[config.mk]
export PLATFORM = sky130hd
export DESIGN_NAME = bridge_primary
export DESIGN_NICKNAME = d
export VERILOG_FILES = /design/src/logic/bridge_pkg.sv /design/src/logic/bridge_primary.sv
export SDC_FILE = /design/constraint.sdc
export NUM_CORES = 1
export LEC_CHECK = 0
export ABC_AREA = 1
export BUFFER_PORTS_ARGS = -buffer_cell sky130_fd_sc_hd__clkbuf_2
export CAP_MARGIN = 10
export CORE_MARGIN = 10
export CORE_UTILIZATION = 54
export CTS_BUF_LIST = sky130_fd_sc_hd__clkbuf_4 sky130_fd_sc_hd__clkbuf_8 sky130_fd_sc_hd__clkbuf_16
export CTS_CLUSTER_SIZE = 12
export DETAILED_ROUTE_END_ITERATION = 12
export PLACE_DENSITY_LB_ADDON = 0.2
export SLEW_MARGIN = 20
export SYNTH_ARGS = -nofsm -noshare
export SYNTH_HDL_FRONTEND = slang
export SYNTH_SLANG_ARGS = --single-unit
[constraint.sdc]
create_clock -name clock_in -period 4.6 [get_ports clock_in]
set_input_delay 0.69 -clock clock_in [delete_from_list [all_inputs] [get_ports clock_in]]
set_output_delay 0.69 -clock clock_in [all_outputs]
set_load 0.05 [all_outputs]
[src/logic/bridge_pkg.sv]
// package for the primary-side inter-processor bridge
// assumes one 100 MHz clock shared with the secondary-facing logic
package bridge_pkg;

  // register byte addresses on the avalon slave
  localparam logic [7:0] ADDR_STATUS    = 8'h00;
  localparam logic [7:0] ADDR_KEY       = 8'h04;
  localparam logic [7:0] ADDR_MBX_READY = 8'h08;
  localparam logic [7:0] ADDR_FIFO_CS   = 8'h0c;
  localparam logic [7:0] ADDR_IN_DATA   = 8'h10;
  localparam logic [7:0] ADDR_OUT_DATA  = 8'h14;
  localparam logic [7:0] ADDR_CONTROL   = 8'h18;
  localparam logic [7:0] ADDR_MBX_BASE  = 8'h40;
  localparam logic [7:0] ADDR_MBX_LAST  = 8'h7c;

  // status register fields
  localparam int BIT_IN_RESET   = 15;
  localparam int BIT_WDT_RESET  = 14;
  localparam int BIT_POWER_HI   = 13;
  localparam int BIT_POWER_LO   = 12;
  localparam int BIT_VERIFY_ERR = 11;
  localparam int BIT_PANEL_TWO  = 10;
  localparam int BIT_S2P_REQ    = 9;
  localparam int BIT_ACK        = 8;
  localparam int BIT_DEBUG      = 7;

  // fifo control/status fields
  localparam int BIT_OUT_EN     = 15;
  localparam int BIT_OUT_OVF    = 11;
  localparam int BIT_OUT_UNF    = 10;
  localparam int BIT_OUT_FULL   = 9;
  localparam int BIT_OUT_EMPTY  = 8;
  localparam int BIT_IN_EN      = 7;
  localparam int BIT_IN_OVF     = 3;
  localparam int BIT_IN_UNF     = 2;
  localparam int BIT_IN_FULL    = 1;
  localparam int BIT_IN_EMPTY   = 0;

  // control register fields
  localparam int BIT_SEC_ENABLE = 15;
  localparam int BIT_P2S_REQ    = 9;

  localparam int MBX_COUNT      = 16;
  localparam int READY_COUNT    = 8;
  localparam int WORD_WIDTH     = 16;
  localparam int FIFO_DEPTH     = 16;

  // status reported by the secondary subsystem
  typedef struct packed {
    logic       in_reset;        // secondary held in reset
    logic       wdt_reset_event; // one-cycle pulse on a watchdog reset
    logic [1:0] power_state;     // 11 deep sleep 10 sleep 01 idle 00 run
    logic       verify_error;    // program verify failed
    logic       panel_two;       // panel-two-active flag of the secondary
    logic       request;         // secondary-to-primary request
    logic       acknowledge;     // secondary acknowledge
    logic       debug;           // secondary in debug mode
  } sec_status_type;

endpackage : bridge_pkg

[src/logic/bridge_primary.sv]
// primary-side bridge: status, key port, mailboxes and two word fifos
// assumes the secondary-side signals are synchronous to clock_in
// Notes on behaviour
// - status bit 15 reads 1 while the secondary is held in reset
// - status bit 14 reads 1 after a secondary watchdog reset
// - watchdog flag set by hardware, cleared by software or power-on reset only
// - status bits 13-12 report the secondary low-power state
// - status bit 11 reports a program-memory verify error
// - status bit 10 mirrors the secondary panel-two-active flag
// - status bit 9 reads 1 while the secondary requests an interrupt
// - status bit 8 shows secondary acknowledge; ack without request is an error
// - status bit 7 reads 1 while the secondary is in debug mode
// - key port watches its low byte on writes and always reads zero
// - mailbox words with direction 1 are read-only, carrying secondary data
// - mailbox words with direction 0 are primary read/write, reset to zero
// - outbound enable 1 enables the fifo, 0 disables and empties it
// - outbound overflow and underflow are sticky until the enable is cleared
// - outbound full reads 1 when no free location remains
// - outbound empty reads 1 when drained or disabled, until a new write
// - inbound enable 1 enables the fifo, 0 disables and empties it
// - inbound overflow and underflow read 1 once detected
// - inbound full reads 1 when no free location remains
// - inbound empty resets to 1 and reads 0 while unread data remains
// - inbound data port gives the oldest word and each read consumes it
// - mailbox ready flag sets on a transmitter write, 0 when block disabled
// - secondary enable 0 holds the secondary in reset, 1 releases it
//
// Local design decisions: the Avalon-MM interface to the registers and the register offsets.
`timescale 1ns/1ps

module bridge_primary #(
  parameter int DEPTH = bridge_pkg::FIFO_DEPTH  // words in each fifo
) (
  input  wire logic                        clock_in,        // 100 MHz clock
  input  wire logic                        resetn_in,       // synchronous reset, low
  input  wire logic [7:0]                  address_in,      // avalon byte address
  input  wire logic                        read_in,         // avalon read
  input  wire logic                        write_in,        // avalon write
  input  wire logic [31:0]                 writedata_in,    // avalon write data
  input  wire logic [3:0]                  byteenable_in,   // avalon byte enables
  output logic [31:0]                      readdata_out,    // avalon read data
  output logic                             waitrequest_out, // avalon wait
  input  wire bridge_pkg::sec_status_type  sec_status_in,   // secondary state
  input  wire logic [15:0]                 mbx_dir_in,      // mailbox direction config
  input  wire logic [7:0]                  ready_en_in,     // handshake block enables
  input  wire logic                        sec_mbx_write_in,// secondary mailbox write
  input  wire logic                        sec_mbx_read_in, // secondary mailbox read
  input  wire logic [3:0]                  sec_mbx_index_in,// secondary mailbox index
  input  wire logic [15:0]                 sec_mbx_data_in, // secondary mailbox data
  output logic [255:0]                     mbx_data_out,    // all mailbox words
  output logic [7:0]                       mbx_ready_out,   // mailbox ready flags
  input  wire logic                        out_pop_in,      // secondary takes a word
  output logic [15:0]                      out_data_out,    // outbound head word
  output logic                             out_valid_out,   // outbound not empty, low in the cycle its last word pops
  input  wire logic                        in_push_in,      // secondary offers a word
  input  wire logic [15:0]                 in_data_in,      // inbound word
  output logic                             in_ready_out,    // inbound has room
  output logic                             sec_enable_out,  // releases the secondary
  output logic                             p2s_request_out, // primary request to secondary
  output logic                             protocol_error_out, // ack with no request
  output logic                             key_strobe_out,  // key byte written
  output logic [7:0]                       key_data_out     // key byte value
);

  localparam int PW = $clog2(DEPTH);
  localparam int CW = $clog2(DEPTH + 1);
  localparam logic [CW-1:0] FULL_COUNT = CW'(DEPTH);

  // -------------------------------------------------------------------
  // bus slave
  // -------------------------------------------------------------------
  logic        ack_reg;
  logic [31:0] readdata_reg;
  logic [31:0] read_word;
  wire         request   = read_in | write_in;
  wire         wr_accept = write_in & ack_reg;
  wire         rd_accept = read_in & ack_reg;
  wire         is_mbx    = (address_in >= bridge_pkg::ADDR_MBX_BASE) &&
                           (address_in <= bridge_pkg::ADDR_MBX_LAST);
  wire [3:0]   mbx_index = address_in[5:2];

  // one wait cycle; read data registers on the edge that ends it, every side effect on the edge after
  assign waitrequest_out = request & ~ack_reg;
  assign readdata_out    = readdata_reg;

  always_ff @(posedge clock_in) begin
    if (!resetn_in) begin
      ack_reg      <= 1'b0;
      readdata_reg <= 32'h0000_0000;
    end else begin
      ack_reg      <= request & ~ack_reg;
      readdata_reg <= (read_in & ~ack_reg) ? read_word : 32'h0000_0000;
    end
  end

  // -------------------------------------------------------------------
  // control and watchdog flag
  // -------------------------------------------------------------------
  logic sec_enable_reg;
  logic p2s_req_reg;
  logic wdt_flag_reg;
  logic proto_err_reg;
  wire  ctrl_wr   = wr_accept && (address_in == bridge_pkg::ADDR_CONTROL);
  wire  status_wr = wr_accept && (address_in == bridge_pkg::ADDR_STATUS);
  wire  wdt_clear = status_wr && !writedata_in[bridge_pkg::BIT_WDT_RESET];

  // control bits; the watchdog flag sets over a software clear
  always_ff @(posedge clock_in) begin
    if (!resetn_in) begin
      sec_enable_reg <= 1'b0;
      p2s_req_reg    <= 1'b0;
      wdt_flag_reg   <= 1'b0;
      proto_err_reg  <= 1'b0;
    end else begin
      if (ctrl_wr) begin
        sec_enable_reg <= writedata_in[bridge_pkg::BIT_SEC_ENABLE];
        p2s_req_reg    <= writedata_in[bridge_pkg::BIT_P2S_REQ];
      end
      if (sec_status_in.wdt_reset_event)
        wdt_flag_reg <= 1'b1;
      else if (wdt_clear)
        wdt_flag_reg <= 1'b0;
      proto_err_reg <= sec_status_in.acknowledge & ~p2s_req_reg;
    end
  end

  assign sec_enable_out     = sec_enable_reg;
  assign p2s_request_out    = p2s_req_reg;
  assign protocol_error_out = proto_err_reg;

  // secondary is in reset while disabled or while it reports reset
  wire       in_reset_now = sec_status_in.in_reset | ~sec_enable_reg;
  wire [15:0] status_word = {in_reset_now,
                             wdt_flag_reg,
                             sec_status_in.power_state,
                             sec_status_in.verify_error,
                             sec_status_in.panel_two,
                             sec_status_in.request,
                             sec_status_in.acknowledge,
                             sec_status_in.debug,
                             7'h00};
  wire [15:0] control_word = {sec_enable_reg, 5'h00, p2s_req_reg, 9'h000};

  // -------------------------------------------------------------------
  // key port: not readable, write strobe plus the last written byte
  // -------------------------------------------------------------------
  logic       key_strobe_reg;
  logic [7:0] key_data_reg;
  wire        key_wr = wr_accept && (address_in == bridge_pkg::ADDR_KEY);

  always_ff @(posedge clock_in) begin
    if (!resetn_in) begin
      key_strobe_reg <= 1'b0;
      key_data_reg   <= 8'h00;
    end else begin
      key_strobe_reg <= key_wr;
      if (key_wr)
        key_data_reg <= writedata_in[7:0];
    end
  end

  assign key_strobe_out = key_strobe_reg;
  assign key_data_out   = key_data_reg;

  // -------------------------------------------------------------------
  // mailboxes and ready flags
  // -------------------------------------------------------------------
  logic [15:0] mbx_reg [bridge_pkg::MBX_COUNT];
  logic [7:0]  ready_reg;
  wire         mbx_pri_wr = wr_accept && is_mbx && !mbx_dir_in[mbx_index];
  wire         mbx_sec_wr = sec_mbx_write_in && mbx_dir_in[sec_mbx_index_in];
  wire         mbx_pri_rd = rd_accept && is_mbx;

  // byte-lane merge of a primary write into a mailbox word
  function automatic logic [15:0] merge(input logic [15:0] old_word,
                                        input logic [15:0] new_word,
                                        input logic [1:0]  lanes);
    merge = {lanes[1] ? new_word[15:8] : old_word[15:8],
             lanes[0] ? new_word[7:0]  : old_word[7:0]};
  endfunction : merge

  // mailbox storage; the direction bit picks the only writer
  always_ff @(posedge clock_in) begin
    if (!resetn_in) begin
      for (int i = 0; i < bridge_pkg::MBX_COUNT; i++)
        mbx_reg[i] <= 16'h0000;
    end else if (mbx_pri_wr) begin
      mbx_reg[mbx_index] <= merge(mbx_reg[mbx_index], writedata_in[15:0],
                                  byteenable_in[1:0]);
    end else if (mbx_sec_wr) begin
      mbx_reg[sec_mbx_index_in] <= sec_mbx_data_in;
    end
  end

  // ready flag k guards mailbox k; transmitter write sets, receiver read clears
  always_ff @(posedge clock_in) begin
    if (!resetn_in) begin
      ready_reg <= 8'h00;
    end else begin
      for (int k = 0; k < bridge_pkg::READY_COUNT; k++) begin
        if (!ready_en_in[k])
          ready_reg[k] <= 1'b0;
        else if ((mbx_pri_wr && mbx_index == 4'(k)) ||
                 (mbx_sec_wr && sec_mbx_index_in == 4'(k)))
          ready_reg[k] <= 1'b1;
        else if ((mbx_pri_rd && mbx_index == 4'(k) && mbx_dir_in[k]) ||
                 (sec_mbx_read_in && sec_mbx_index_in == 4'(k) && !mbx_dir_in[k]))
          ready_reg[k] <= 1'b0;
      end
    end
  end

  assign mbx_ready_out = ready_reg;
  always_comb begin
    for (int i = 0; i < bridge_pkg::MBX_COUNT; i++)
      mbx_data_out[i*16 +: 16] = mbx_reg[i];
  end

  // -------------------------------------------------------------------
  // fifos
  // -------------------------------------------------------------------
  // circular pointer advance
  function automatic logic [PW-1:0] bump(input logic [PW-1:0] ptr);
    bump = (ptr == PW'(DEPTH - 1)) ? '0 : ptr + 1'b1;
  endfunction : bump

  logic [15:0]   out_mem [DEPTH];
  logic [PW-1:0] out_wr_reg, out_rd_reg;
  logic [CW-1:0] out_cnt_reg;
  logic          out_en_reg, out_ovf_reg, out_unf_reg;
  logic [15:0]   in_mem [DEPTH];
  logic [PW-1:0] in_wr_reg, in_rd_reg;
  logic [CW-1:0] in_cnt_reg;
  logic          in_en_reg, in_ovf_reg, in_unf_reg;
  logic [15:0]   out_head_reg;

  wire fifo_cs_wr  = wr_accept && (address_in == bridge_pkg::ADDR_FIFO_CS);
  // a disabling write empties the fifo on the same edge that drops the enable
  wire out_clear   = fifo_cs_wr && !writedata_in[bridge_pkg::BIT_OUT_EN];
  wire in_clear    = fifo_cs_wr && !writedata_in[bridge_pkg::BIT_IN_EN];
  wire out_wr_req  = wr_accept && (address_in == bridge_pkg::ADDR_OUT_DATA);
  wire in_rd_req   = rd_accept && (address_in == bridge_pkg::ADDR_IN_DATA);
  wire out_full    = out_cnt_reg == FULL_COUNT;
  wire out_empty   = out_cnt_reg == '0;
  wire in_full     = in_cnt_reg == FULL_COUNT;
  wire in_empty    = in_cnt_reg == '0;
  wire out_push    = out_en_reg & out_wr_req & ~out_full;
  wire out_pop     = out_en_reg & out_pop_in & ~out_empty;
  wire in_push     = in_en_reg & in_push_in & ~in_full;
  wire in_pop      = in_en_reg & in_rd_req & ~in_empty;

  // enables from software
  always_ff @(posedge clock_in) begin
    if (!resetn_in) begin
      out_en_reg <= 1'b0;
      in_en_reg  <= 1'b0;
    end else if (fifo_cs_wr) begin
      out_en_reg <= writedata_in[bridge_pkg::BIT_OUT_EN];
      in_en_reg  <= writedata_in[bridge_pkg::BIT_IN_EN];
    end
  end

  // outbound fifo: primary writes, secondary drains
  always_ff @(posedge clock_in) begin
    if (!resetn_in || !out_en_reg || out_clear) begin
      out_wr_reg  <= '0;
      out_rd_reg  <= '0;
      out_cnt_reg <= '0;
      out_ovf_reg <= 1'b0;
      out_unf_reg <= 1'b0;
    end else begin
      if (out_push) begin
        out_mem[out_wr_reg] <= writedata_in[15:0];
        out_wr_reg          <= bump(out_wr_reg);
      end
      if (out_pop)
        out_rd_reg <= bump(out_rd_reg);
      out_cnt_reg <= out_cnt_reg + CW'(out_push) - CW'(out_pop);
      if (out_wr_req && out_full)
        out_ovf_reg <= 1'b1;
      if (out_pop_in && out_empty)
        out_unf_reg <= 1'b1;
    end
  end

  // inbound fifo: secondary fills, primary reads
  always_ff @(posedge clock_in) begin
    if (!resetn_in || !in_en_reg || in_clear) begin
      in_wr_reg  <= '0;
      in_rd_reg  <= '0;
      in_cnt_reg <= '0;
      in_ovf_reg <= 1'b0;
      in_unf_reg <= 1'b0;
    end else begin
      if (in_push) begin
        in_mem[in_wr_reg] <= in_data_in;
        in_wr_reg         <= bump(in_wr_reg);
      end
      if (in_pop)
        in_rd_reg <= bump(in_rd_reg);
      in_cnt_reg <= in_cnt_reg + CW'(in_push) - CW'(in_pop);
      if (in_push_in && in_full)
        in_ovf_reg <= 1'b1;
      if (in_rd_req && in_empty)
        in_unf_reg <= 1'b1;
    end
  end

  // registered head word toward the secondary
  always_ff @(posedge clock_in) begin
    if (!resetn_in)
      out_head_reg <= 16'h0000;
    else
      out_head_reg <= out_mem[out_pop ? bump(out_rd_reg) : out_rd_reg];
  end

  assign out_data_out  = out_head_reg;
  assign out_valid_out = out_en_reg & ~out_empty & ~(out_pop && out_cnt_reg == CW'(1));
  assign in_ready_out  = in_en_reg & ~in_full;

  wire [15:0] fifo_cs_word = {out_en_reg, 3'h0, out_ovf_reg, out_unf_reg,
                              out_full, out_empty,
                              in_en_reg, 3'h0, in_ovf_reg, in_unf_reg,
                              in_full, in_empty};
  wire [15:0] in_head = in_empty ? 16'h0000 : in_mem[in_rd_reg];

  // -------------------------------------------------------------------
  // read mux; unmapped and write-only addresses read zero
  // -------------------------------------------------------------------
  always_comb begin
    read_word = 32'h0000_0000;
    if (is_mbx)
      read_word = {16'h0000, mbx_reg[mbx_index]};
    else
      unique case (address_in)
        bridge_pkg::ADDR_STATUS:    read_word = {16'h0000, status_word};
        bridge_pkg::ADDR_MBX_READY: read_word = {24'h000000, ready_reg};
        bridge_pkg::ADDR_FIFO_CS:   read_word = {16'h0000, fifo_cs_word};
        bridge_pkg::ADDR_IN_DATA:   read_word = {16'h0000, in_head};
        bridge_pkg::ADDR_CONTROL:   read_word = {16'h0000, control_word};
        default:                    read_word = 32'h0000_0000;
      endcase
  end

  // -------------------------------------------------------------------
  // checks
  // -------------------------------------------------------------------
  AST_RESET_FLAG: assert property (@(posedge clock_in) disable iff (!resetn_in)
    !sec_enable_reg |-> status_word[bridge_pkg::BIT_IN_RESET])
    else $error("reset flag low while secondary disabled");
  AST_WDT_SET: assert property (@(posedge clock_in) disable iff (!resetn_in)
    sec_status_in.wdt_reset_event |=> wdt_flag_reg)
    else $error("watchdog flag not set");
  AST_WDT_HOLD: assert property (@(posedge clock_in) disable iff (!resetn_in)
    wdt_flag_reg && !wdt_clear |=> wdt_flag_reg)
    else $error("watchdog flag lost without clear");
  AST_PROTO: assert property (@(posedge clock_in) disable iff (!resetn_in)
    sec_status_in.acknowledge && !p2s_req_reg |=> protocol_error_out)
    else $error("protocol error missed");
  AST_KEY_ZERO: assert property (@(posedge clock_in) disable iff (!resetn_in)
    rd_accept && address_in == bridge_pkg::ADDR_KEY |-> readdata_out == 32'h0)
    else $error("key port read nonzero");
  AST_MBX_RO: assert property (@(posedge clock_in) disable iff (!resetn_in)
    wr_accept && is_mbx && mbx_dir_in[mbx_index] && !mbx_sec_wr
    |=> mbx_reg[$past(mbx_index)] == $past(mbx_reg[mbx_index]))
    else $error("read-only mailbox changed");
  AST_OUT_DISABLE: assert property (@(posedge clock_in) disable iff (!resetn_in)
    !out_en_reg |-> out_empty && !out_ovf_reg && !out_unf_reg)
    else $error("disabled outbound fifo not initial");
  AST_OUT_OVF: assert property (@(posedge clock_in) disable iff (!resetn_in)
    out_en_reg && out_wr_req && out_full && !fifo_cs_wr |=> out_ovf_reg)
    else $error("outbound overflow missed");
  AST_IN_COUNT: assert property (@(posedge clock_in) disable iff (!resetn_in)
    in_push && !in_pop && !fifo_cs_wr |=> !in_empty ##0
    in_cnt_reg == $past(in_cnt_reg) + CW'(1))
    else $error("inbound count wrong");
  AST_WAIT: assert property (@(posedge clock_in) disable iff (!resetn_in)
    request && !ack_reg |=> !waitrequest_out)
    else $error("bus answer late");

  COV_OUT_FULL: cover property (@(posedge clock_in) disable iff (!resetn_in) out_full);
  COV_IN_READ: cover property (@(posedge clock_in) disable iff (!resetn_in) in_pop);
  COV_WDT: cover property (@(posedge clock_in) disable iff (!resetn_in) wdt_clear);
  COV_MBX: cover property (@(posedge clock_in) disable iff (!resetn_in) mbx_sec_wr);

endmodule : bridge_primary

### Word-level counts from Yosys, hierarchy flattened

Memory sizes are Yosys's and may differ from the RTL's. A register that Yosys moved wholly into a read port is not among the register bits.
Cells that the tools add are included.

| operators by class | value |
|---|---|
| add/subtract/negate cells | 8 |
| order comparisons | 4 |
| equal/unequal tests | 27 |
| multiplexer cells | 54 |
| bitwise operators | 28 |
| reduce and logical (&&, ||, !) cells | 129 |

Operators by type and width:

| kind | number |
|---|---|
| $pmux W16 S5 | 1 |
| $logic_and A1 B1 Y1 | 67 |
| $mux W16 | 4 |
| $mux W1 | 36 |
| $mux W4 | 9 |
| $eq A4 B3 Y1 const B | 8 |
| $reduce_or A16 Y1 | 2 |
| $eq A8 B5 Y1 const B | 3 |
| $logic_or A1 B1 Y1 | 20 |
| $reduce_and A2 Y1 | 9 |
| $reduce_bool A2 Y1 | 9 |
| $add A4 B1 Y4 const B | 4 |
| $and A1 B1 Y1 | 16 |
| $eq A4 B2 Y1 const B | 4 |
| $eq A4 B4 Y1 const B | 4 |
| $eq A8 B4 Y1 const B | 2 |
| $logic_not A1 Y1 | 16 |
| $mux W8 | 2 |
| $add A5 B1 Y5 | 2 |
| $eq A5 B5 Y1 const B | 2 |
| $logic_not A5 Y1 | 2 |
| $lt A4 B5 Y1 const B | 2 |
| $not A1 Y1 | 10 |
| $sub A5 B1 Y5 | 2 |
| other kinds (10) | 14 |

| word-level totals | value |
|---|---|
| register bits after elaboration | 86 |
| memory bits (writable) | 768 |
| input port bits | 121 |
| output and inout bits | 327 |
| logic and storage cells | 282 |
| memories kept | 3 |

Memory list:

| memory | depth | width | read ports | clocked after memory_dff | wr ports | RTL line | source |
|---|---|---|---|---|---|---|---|
| in_mem | 16 | 16 | 1 | 1 | 1 | bridge_primary.sv:231 | `logic [15:0] in_mem [DEPTH];` |
| mbx_reg | 16 | 16 | 17 | 0 | 16 | bridge_primary.sv:168 | `logic [15:0] mbx_reg [bridge_pkg::MBX_COUNT];` |
| out_mem | 16 | 16 | 1 | 1 | 1 | bridge_primary.sv:227 | `logic [15:0] out_mem [DEPTH];` |

### Longest topological paths before layout

Gate-level depths: netlist of the first run.

| logic depth | value |
|---|---|
| word-level depth | 10 |
| gate-level depth with buffers | 19 |
| mapped depth without buffers | 17 |

### Worst setup path before layout of the first run

OpenSTA, ideal clock, no wires.

| timing | value |
|---|---|
| kind | input port to flip-flop |
| start | in address_in[2] |
| end | mem out_mem[4][0], enable pin |
| setup time | 0.409 ns |
| arrival | 3.079 ns |
| required time | 4.191 ns |
| slack | 1.112 ns |
| stages on the path | 10 |
| path buffers | 2 |
| path through | buf_4 > inv_4 > nor2_4 > buf_2 > inv_1 > nor2_1 > nand4_1 > inv_1 > nand3_1 > nor3_1 |

| on the way | value |
|---|---|
| cells in the longest elaborated chain, start to end | 7 |
| elaborated cells on any way between the ends | 11 |
| those cells by class | 2 x eq/ne; 3 x mux; 2 x bitwise; 4 x reduce/logical |

RTL lines:

| item | RTL line | source |
|---|---|---|
| start: declaration | bridge_primary.sv:36 | `input wire logic [7:0] address_in,` |
| $eq A8 B5 Y1 | bridge_primary.sv:241 | `wire out_wr_req = wr_accept && (address_in == bridge_pkg::ADDR_OUT_DATA);` |
| $logic_and A1 B1 Y1 | bridge_primary.sv:241 |  |
| $and A1 B1 Y1 (2 in series) | bridge_primary.sv:247 | `wire out_push = out_en_reg & out_wr_req & ~out_full;` |
| $mux W1 | bridge_primary.sv:272 | `if (out_push) begin` |
| $mux W1 (*) | bridge_primary.sv:265 | `if (!resetn_in \|\| !out_en_reg \|\| out_clear) begin` |
| $mux W1 (implied by the code) (*) | bridge_primary.sv:273 | `out_mem[out_wr_reg] <= writedata_in[15:0];` |
| end: declaration | bridge_primary.sv:227 |  |

Mark *: on every way between the ends. The rest lies on a longest branch, timed or not.

### Worst setup path in the final report of the first run

| timing | value |
|---|---|
| start | reg out_cnt_reg[2] |
| end | reg out_head_reg[9] (netlist: out_data_out[9]) (read register of out_mem) |

| on the way | value |
|---|---|
| cells in the longest elaborated chain, start to end | 4 |

RTL lines:

| item | RTL line | source |
|---|---|---|
| start: declaration | bridge_primary.sv:229 | `logic [CW-1:0] out_cnt_reg;` |
| start signal: assignment | bridge_primary.sv:278 | `out_cnt_reg <= out_cnt_reg + CW'(out_push) - CW'(out_pop);` |
| $logic_not A5 Y1 | bridge_primary.sv:244 | `wire out_empty = out_cnt_reg == '0;` |
| $not A1 Y1 | bridge_primary.sv:248 | `wire out_pop = out_en_reg & out_pop_in & ~out_empty;` |
| $and A1 B1 Y1 | bridge_primary.sv:248 |  |
| $mux W4 | n/a |  |
| end: declaration | bridge_primary.sv:235 | `logic [15:0] out_head_reg;` |

No other way between the ends.
A chain may end at the register's enable or synchronous reset.

==> flow_summary_export.csv, run 1 <==
group,metric,value,unit
clock_network,ctsRootBufferMaster,"clkbuf_16",
route,vias,29110,
critical_path,max_stage_delay,0.77,ns
synthesis,synth-seq-area-share,0.6630,
final_layout,multi_input_area,10320,sq um
critical_path,reg2reg_depth,14,
global_route,antenna_found_initial,16,
synthesis,syn_inst,3597,
timing,worstMarginPinSlew,1.124,ns
route,route.detailed.drc,0,
final_layout,layout-drive-gt1-share,0.1851,
status,status,"completed",
critical_path,crit_fanout,41,
global_route,grt_pass1_vias,27260,
final_layout,post-route-util,0.6337,
synthesis,ys_seq_elements,858,
floorplanning,die-width,283.5,um
global_route,gr-usage-all-layers,0.3015,
clock_network,post_cts_resized,0,
final_layout,area_growth,16.11,%
clock_network,postCtsHoldBufs,0,
floorplanning,core_area,68710,sq um
critical_path,cp-end-kind,"register",
power_and_ir_drop,leakage,0.01806,uW
critical_path,r2r_slack,1.20,ns
clock_network,clk_pin_slew,0.06,ns
synthesis,syn_area,37500,sq um
placement,gp_congestion,0.9577,
global_route,grt_pass1_wl,181.4,mm
route,dr.pass1.iters,5,
power_and_ir_drop,power_density,394.2,nW/um^2
floorplanning,boundaryPins,448,
power_and_ir_drop,comb_power_share,0.074,
global_route,grt_max_degree,94,
route,totalWireLength,124.6,mm
clock_network,htreeDepth,3,
power_and_ir_drop,p_seq_frac,0.504,
timing,setup_tns,0,ns
route,via_per_inst,5.821,
critical_path,critPathTopFamily,"simple AND/OR/NAND/NOR gates",
global_route,grt-ovfl-total,0,
route,drt-initial-drc-count,3706,
power_and_ir_drop,report.power.total,17170,uW
synthesis,yosysWarnings,0,
critical_path,critical-path-slowest-cell,"nand2_2",
power_and_ir_drop,p_int,13050,uW
clock_network,clockBufferDepth,3,
critical_path,path_buf_inv,4,
synthesis,synth_most_common_cell,"nand2_1",
synthesis,avgSynthCellArea,10.43,sq um
synthesis,yosys.area.top_type_share,0.6150,
placement,dp_hpwl,85.37,mm
power_and_ir_drop,switchingPower,4114,uW
clock_network,cts.sinks,858,
timing,hold_viol,0,
timing,min_period,3.398,ns
synthesis,synth_commonest_cells,"nand2_1, edfxtp_1, nand3_1, nor2_1, inv_1",
route,ant_nets,0,
synthesis,synth_area_leaders,"edfxtp_1, nand2_1, nand3_1",
timing,slew_headroom,0.2495,
floorplanning,start_util,0.5458,
critical_path,worstPathArrival,3.92,ns
placement,portBuffers,413,
power_and_ir_drop,netSwitchingFraction,0.2397,
timing,period_share,0.7387,
clock_network,cts_tree,"done",
critical_path,cp-start-kind,"register",
worst_hold_path,min_path_type,"input port to register",
timing,rsz0062_at_grt,"false",
clock_network,cts_setup_buffers,0,
final_layout,nNetsFinal,4133,
timing,fin_skew,0.02506,ns
critical_path,cp.required,5.12,ns
flow_run,maxCapViolations,0,
clock_network,cts_buffers,90,
final_layout,final_cells,5001,
power_and_ir_drop,vdd_drop_max,0.3407,mV
floorplanning,die_y,283.5,um
synthesis,synth_edf_count,768,
critical_path,crit_cells,14,
floorplanning,rows,96,
floorplanning,dieArea,80380,sq um
critical_path,path_class,"register to register",
synthesis,async_flop_share,0,
route,wl_per_cell,24.92,um
timing,finalMaxSlewViolations,0,
timing,final-setup-viol-count,0,
synthesis,ys.flop_type,"edfxtp_1",
final_layout,regArea,24870,sq um
critical_path,path_cells,"inv_1 > ha_1 > nand4_1 > nand2_1 > inv_1 > nand2_1 > inv_1 > nand2_1 > nand2_2 > buf_4 > nand3_1 > nand3_1 > nand3_1 > a21oi_1",
power_and_ir_drop,clkPwrFrac,0.423,
timing,clock.fmax,294.3,MHz
worst_hold_path,hold_depth,3,
synthesis,synth_cell_types,51,
clock_network,clk_latency,0.66,ns
final_layout,fillCellCount,5547,
placement,dp_cells,4827,
synthesis,synth.largest_area_cell,"edfxtp_1",
[worst paths after layout]
| kind | start | endpoint |
|---|---|---|
| max | out_cnt_reg[2] | out_data_out[9] |
| min | ready_en_in[2] | mbx_ready_out[2] |
| max reg2reg | out_cnt_reg[2] | out_data_out[9] |
| min reg2reg | in_unf_reg | in_unf_reg |
[worst reg2reg max path, delay by kind of cell (launching register included)]
kind	cells	cell delay, ns
AOI/OAI and AO/OA	1	0.33
adders and majority gates	1	0.24
buffers and inverters	4	0.73
and+or+nand+nor	8	1.63
DFF	1	0.33
[area by class of cell]
| class | count | area share |
|---|---|---|
| well taps | 931 | 0.02675 |
| diodes | 12 | 0.0006897 |
| repair buffers | 493 | 0.06184 |
| multi-input cells | 2140 | 0.2371 |
| flip-flops and latches | 858 | 0.5712 |
| inverters | 405 | 0.03500 |
| clock inverters | 25 | 0.006609 |
| clock buffers | 137 | 0.06080 |
[cell usage in the layout, fill, tap and decap left out, drive strengths merged, types with 6 or more instances in the layout]
master / n
a211oi: 6
a21oi: 88
a22oi: 77
a31oi: 13
buf: 80
clkbuf: 550
clkinv: 17
conb: 16
dfxtp: 90
diode: 12
edfxtp: 768
ha: 22
inv: 408
nand2: 816
nand3: 409
nand3b: 10
nand4: 29
nor2: 414
nor3: 16
o211ai: 18
o21ai: 115
o221ai: 7
o22ai: 32
o32ai: 9
or2: 17
xor2: 6
[metrics by stage]
step / area, sq um / setup slack, ns / hold slack (ns)
2_1_floorplan: 37560 / 1.112 / 0.4264
3_3_place_gp: 40560 / 0.6888 / 0.4339
3_5_place_dp: 40560 / 0.6588 / 0.4495
4_1_cts: 43500 / 1.243 / 0.2403
5_1_grt: 43530 / 0.9531 / 0.2495
6_report: 43540 / 1.202 / 0.2642
[cells by family after synthesis]
family                     Yosys count  share of synthesized area
buffers and inverters              614                    0.06613
and+or+nand+nor                   1718                     0.1989
AOI/OAI and AO/OA                  376                    0.06199
other                                1                  0.0001000
xor gates and xnor gates             6                   0.001401
adders and majority gates           24                   0.008408
DFF                                858                     0.6630
[power by group through the flow]
stage	Clock [uW]	Sequential (uW)	Combinational, uW
2_1_floorplan	0	9130	424
3_5_place_dp	0	8810	1240
6_report	7250	8650	1260
5_1_grt	7590	8650	1300
3_3_place_gp	0	8810	1230
4_1_cts	7280	8640	1240
[metal layers]
layer / track usage / wire length, um
met3: 0.08813 / 16620
met5: 0 / 59
met4: 0.1279 / 5774
met2: 0.4560 / 56060
met1: 0.4023 / 46120
No activity file was read; power rests on OpenSTA's default activity.
==> run 2, diff against run 1 <==
Settings changed: ABC_AREA 1 to 0.
Clock period 4.6 ns to 3.3 ns, I/O delays scaled along.
==> run 2 against run 1 <==
Non-clock buffer count is 132 higher. Largest cell class unchanged. Largest power group unchanged. Area after synthesis is 0.23% lower. Sequential share of layout area is 2.0 points lower.
==> flow_summary_export.csv, run 2 <==
group,metric,value,unit
clock_network,cts_buffers,88,
global_route,grt_max_degree,55,
floorplanning,die-width,283.2,um
power_and_ir_drop,netSwitchingFraction,0.2519,
critical_path,cp-start-kind,"register",
synthesis,syn_inst,2334,
critical_path,cp.required,3.66,ns
clock_network,cts.sinks,858,
clock_network,cts_setup_buffers,0,
synthesis,yosys.area.top_type_share,0.6164,
synthesis,synth_area_leaders,"edfxtp_1, mux4_2, dfxtp_1",
critical_path,crit_fanout,11,
floorplanning,dieArea,80210,sq um
floorplanning,core_area,68590,sq um
critical_path,path_class,"register to register",
synthesis,ys_seq_elements,858,
power_and_ir_drop,clkPwrFrac,0.394,
timing,setup_ws,0.1217,ns
route,dr.pass1.iters,8,
synthesis,synth.largest_area_cell,"edfxtp_1",
route,vias,24470,
placement,pre_cts_ws,0.02066,ns
clock_network,htreeDepth,3,
route,totalWireLength,121.0,mm
route,via_per_inst,6.232,
final_layout,final_cells,3926,
final_layout,final_common_cell,"edfxtp_1",
synthesis,ys.flop_type,"edfxtp_1",
timing,period_share,0.9631,
timing,rsz0062_at_grt,"true",
final_layout,layout-drive-gt1-share,0.3682,
power_and_ir_drop,vdd_drop_max,0.4651,mV
global_route,grt-ovfl-total,0,
power_and_ir_drop,switchingPower,6106,uW
power_and_ir_drop,p_int,18140,uW
clock_network,cts_tree,"done",
timing,clock.fmax,314.6,MHz
final_layout,final_cell_area,45130,sq um
synthesis,yosysWarnings,0,
synthesis,synth_edf_count,768,
power_and_ir_drop,p_seq_frac,0.502,
floorplanning,die_y,283.2,um
flow_run,maxCapViolations,0,
floorplanning,boundaryPins,448,
final_layout,final_cell_mix,"edfxtp_1, clkbuf_2, nor2_1",
placement,portBuffers,413,
timing,finalMaxSlewViolations,0,
clock_network,postCtsHoldBufs,0,
status,status,"completed",
power_and_ir_drop,leakage,0.01570,uW
timing,fin_skew,0.02937,ns
synthesis,synth_commonest_cells,"edfxtp_1, nor2_1, mux4_2, a21oi_1",
route,ant_nets,0,
clock_network,clockBufferDepth,3,
placement,placed_area,42300,sq um
route,wl_per_cell,30.81,um
synthesis,synth_cell_types,75,
power_and_ir_drop,comb_power_share,0.104,
global_route,antenna_found_initial,27,
synthesis,synth_most_common_cell,"edfxtp_1",
synthesis,synth-seq-area-share,0.6646,
timing,slew_headroom,0.3953,
placement,gp_congestion,0.9573,
final_layout,nNetsFinal,3051,
route,route.detailed.drc,0,
critical_path,worstPathArrival,3.54,ns
synthesis,async_flop_share,0,
critical_path,cp-end-kind,"register",
timing,worstMarginPinSlew,0.9038,ns
clock_network,clk_latency,0.66,ns
clock_network,clk_pin_slew,0.06,ns
final_layout,post-route-util,0.6581,
placement,dp_cells,3747,
floorplanning,start_util,0.5455,
worst_hold_path,min_path_type,"input port to register",
global_route,grt_pass1_vias,24400,
clock_network,ctsRootBufferMaster,"clkbuf_16",
global_route,gr-usage-all-layers,0.2966,
synthesis,avgSynthCellArea,16.03,sq um
power_and_ir_drop,power_density,537.1,nW/um^2
synthesis,syn_area,37410,sq um
placement,dp_hpwl,86.30,mm
floorplanning,rows,96,
timing,min_period,3.178,ns
final_layout,area_growth,20.63,%
timing,hold_viol,0,
timing,final-setup-viol-count,0,
route,drt-initial-drc-count,3398,
global_route,grt_pass1_wl,174.5,mm
==> run 2: critical path: stages (launching register included) <==
cell	delay [ns]
dfxtp_1	0.33
inv_1	0.07
ha_1	0.22
nor4bb_1	0.17
buf_4	0.16
nor2b_2	0.11
and2_1	0.20
inv_1	0.14
nor3_1	0.21
buf_4	0.17
nand2_1	0.13
nor2_1	0.72
buf_12	0.24
==> run 2: per-stage QoR <==
stage	hold WS (ns)	total power (uW)	setup TNS, ns
final	0.04569	24240	0
after CTS	0.01272	24320	0
after global placement	0.4594	14870	0
after detailed placement	0.4693	14900	0
after global routing	0.02943	24870	-0.03024
after floorplan	0.4357	13850	-26.27
==> run 2: layer usage <==
| metal | track usage | vias to the layer above | part of all wire |
|---|---|---|---|
| met5 | 0 | - | 0.00098 |
| li1 | - | 10240 | - |
| met2 | 0.4554 | 1549 | 0.46 |
| met4 | 0.1087 | 18 | 0.037 |
| met3 | 0.07932 | 226 | 0.11 |
| met1 | 0.4046 | 12440 | 0.38 |
==> run 2: layout make-up <==
class,count,area (sq um)
Antenna cell,18,45.04
Clock buffer,134,2560
Clock inverter,27,225.2
Fill cell,4861,23450
Inverter,35,131.4
Multi-Input combinational cell,1298,11870
Sequential cell,858,24870
Tap cell,931,1165
Timing Repair Buffer,625,4264
==> run 2: path summary, 6_finish.rpt <==
path         slack [ns]           start  cells after the start          endpoint
max                0.12   in_cnt_reg[2]                     12     in_mem[12][3]
min                0.05  ready_en_in[0]                      3  mbx_ready_out[0]
max reg2reg        0.12   in_cnt_reg[2]                     12     in_mem[12][3]
min reg2reg        0.50      in_ovf_reg                      2        in_ovf_reg
==> run 2: power groups by stage <==
stage / Combinational (uW) / Clock (uW) / Sequential [uW]
floorplan: 866 / 0 / 13000
global placement: 2470 / 0 / 12400
detailed placement: 2500 / 0 / 12400
CTS: 2510 / 9640 / 12200
global route: 2610 / 10100 / 12200
finish: 2530 / 9540 / 12200
==> run 2: repair_timing <==
item                                   in CTS  in global routing
setup endpoints to repair                   0                 11
resized for setup                           0                  1
endpoints found under the hold margin       0                  0
==> run 2: cell families after synthesis <==
family | synth area share
compound gates | 0.05622
fa+ha+maj | 0.008427
flops | 0.6646
other cells | 0.0001002
buf+inv | 0.02368
mux | 0.1673
xor+xnor | 0.002575
simple gates | 0.07712
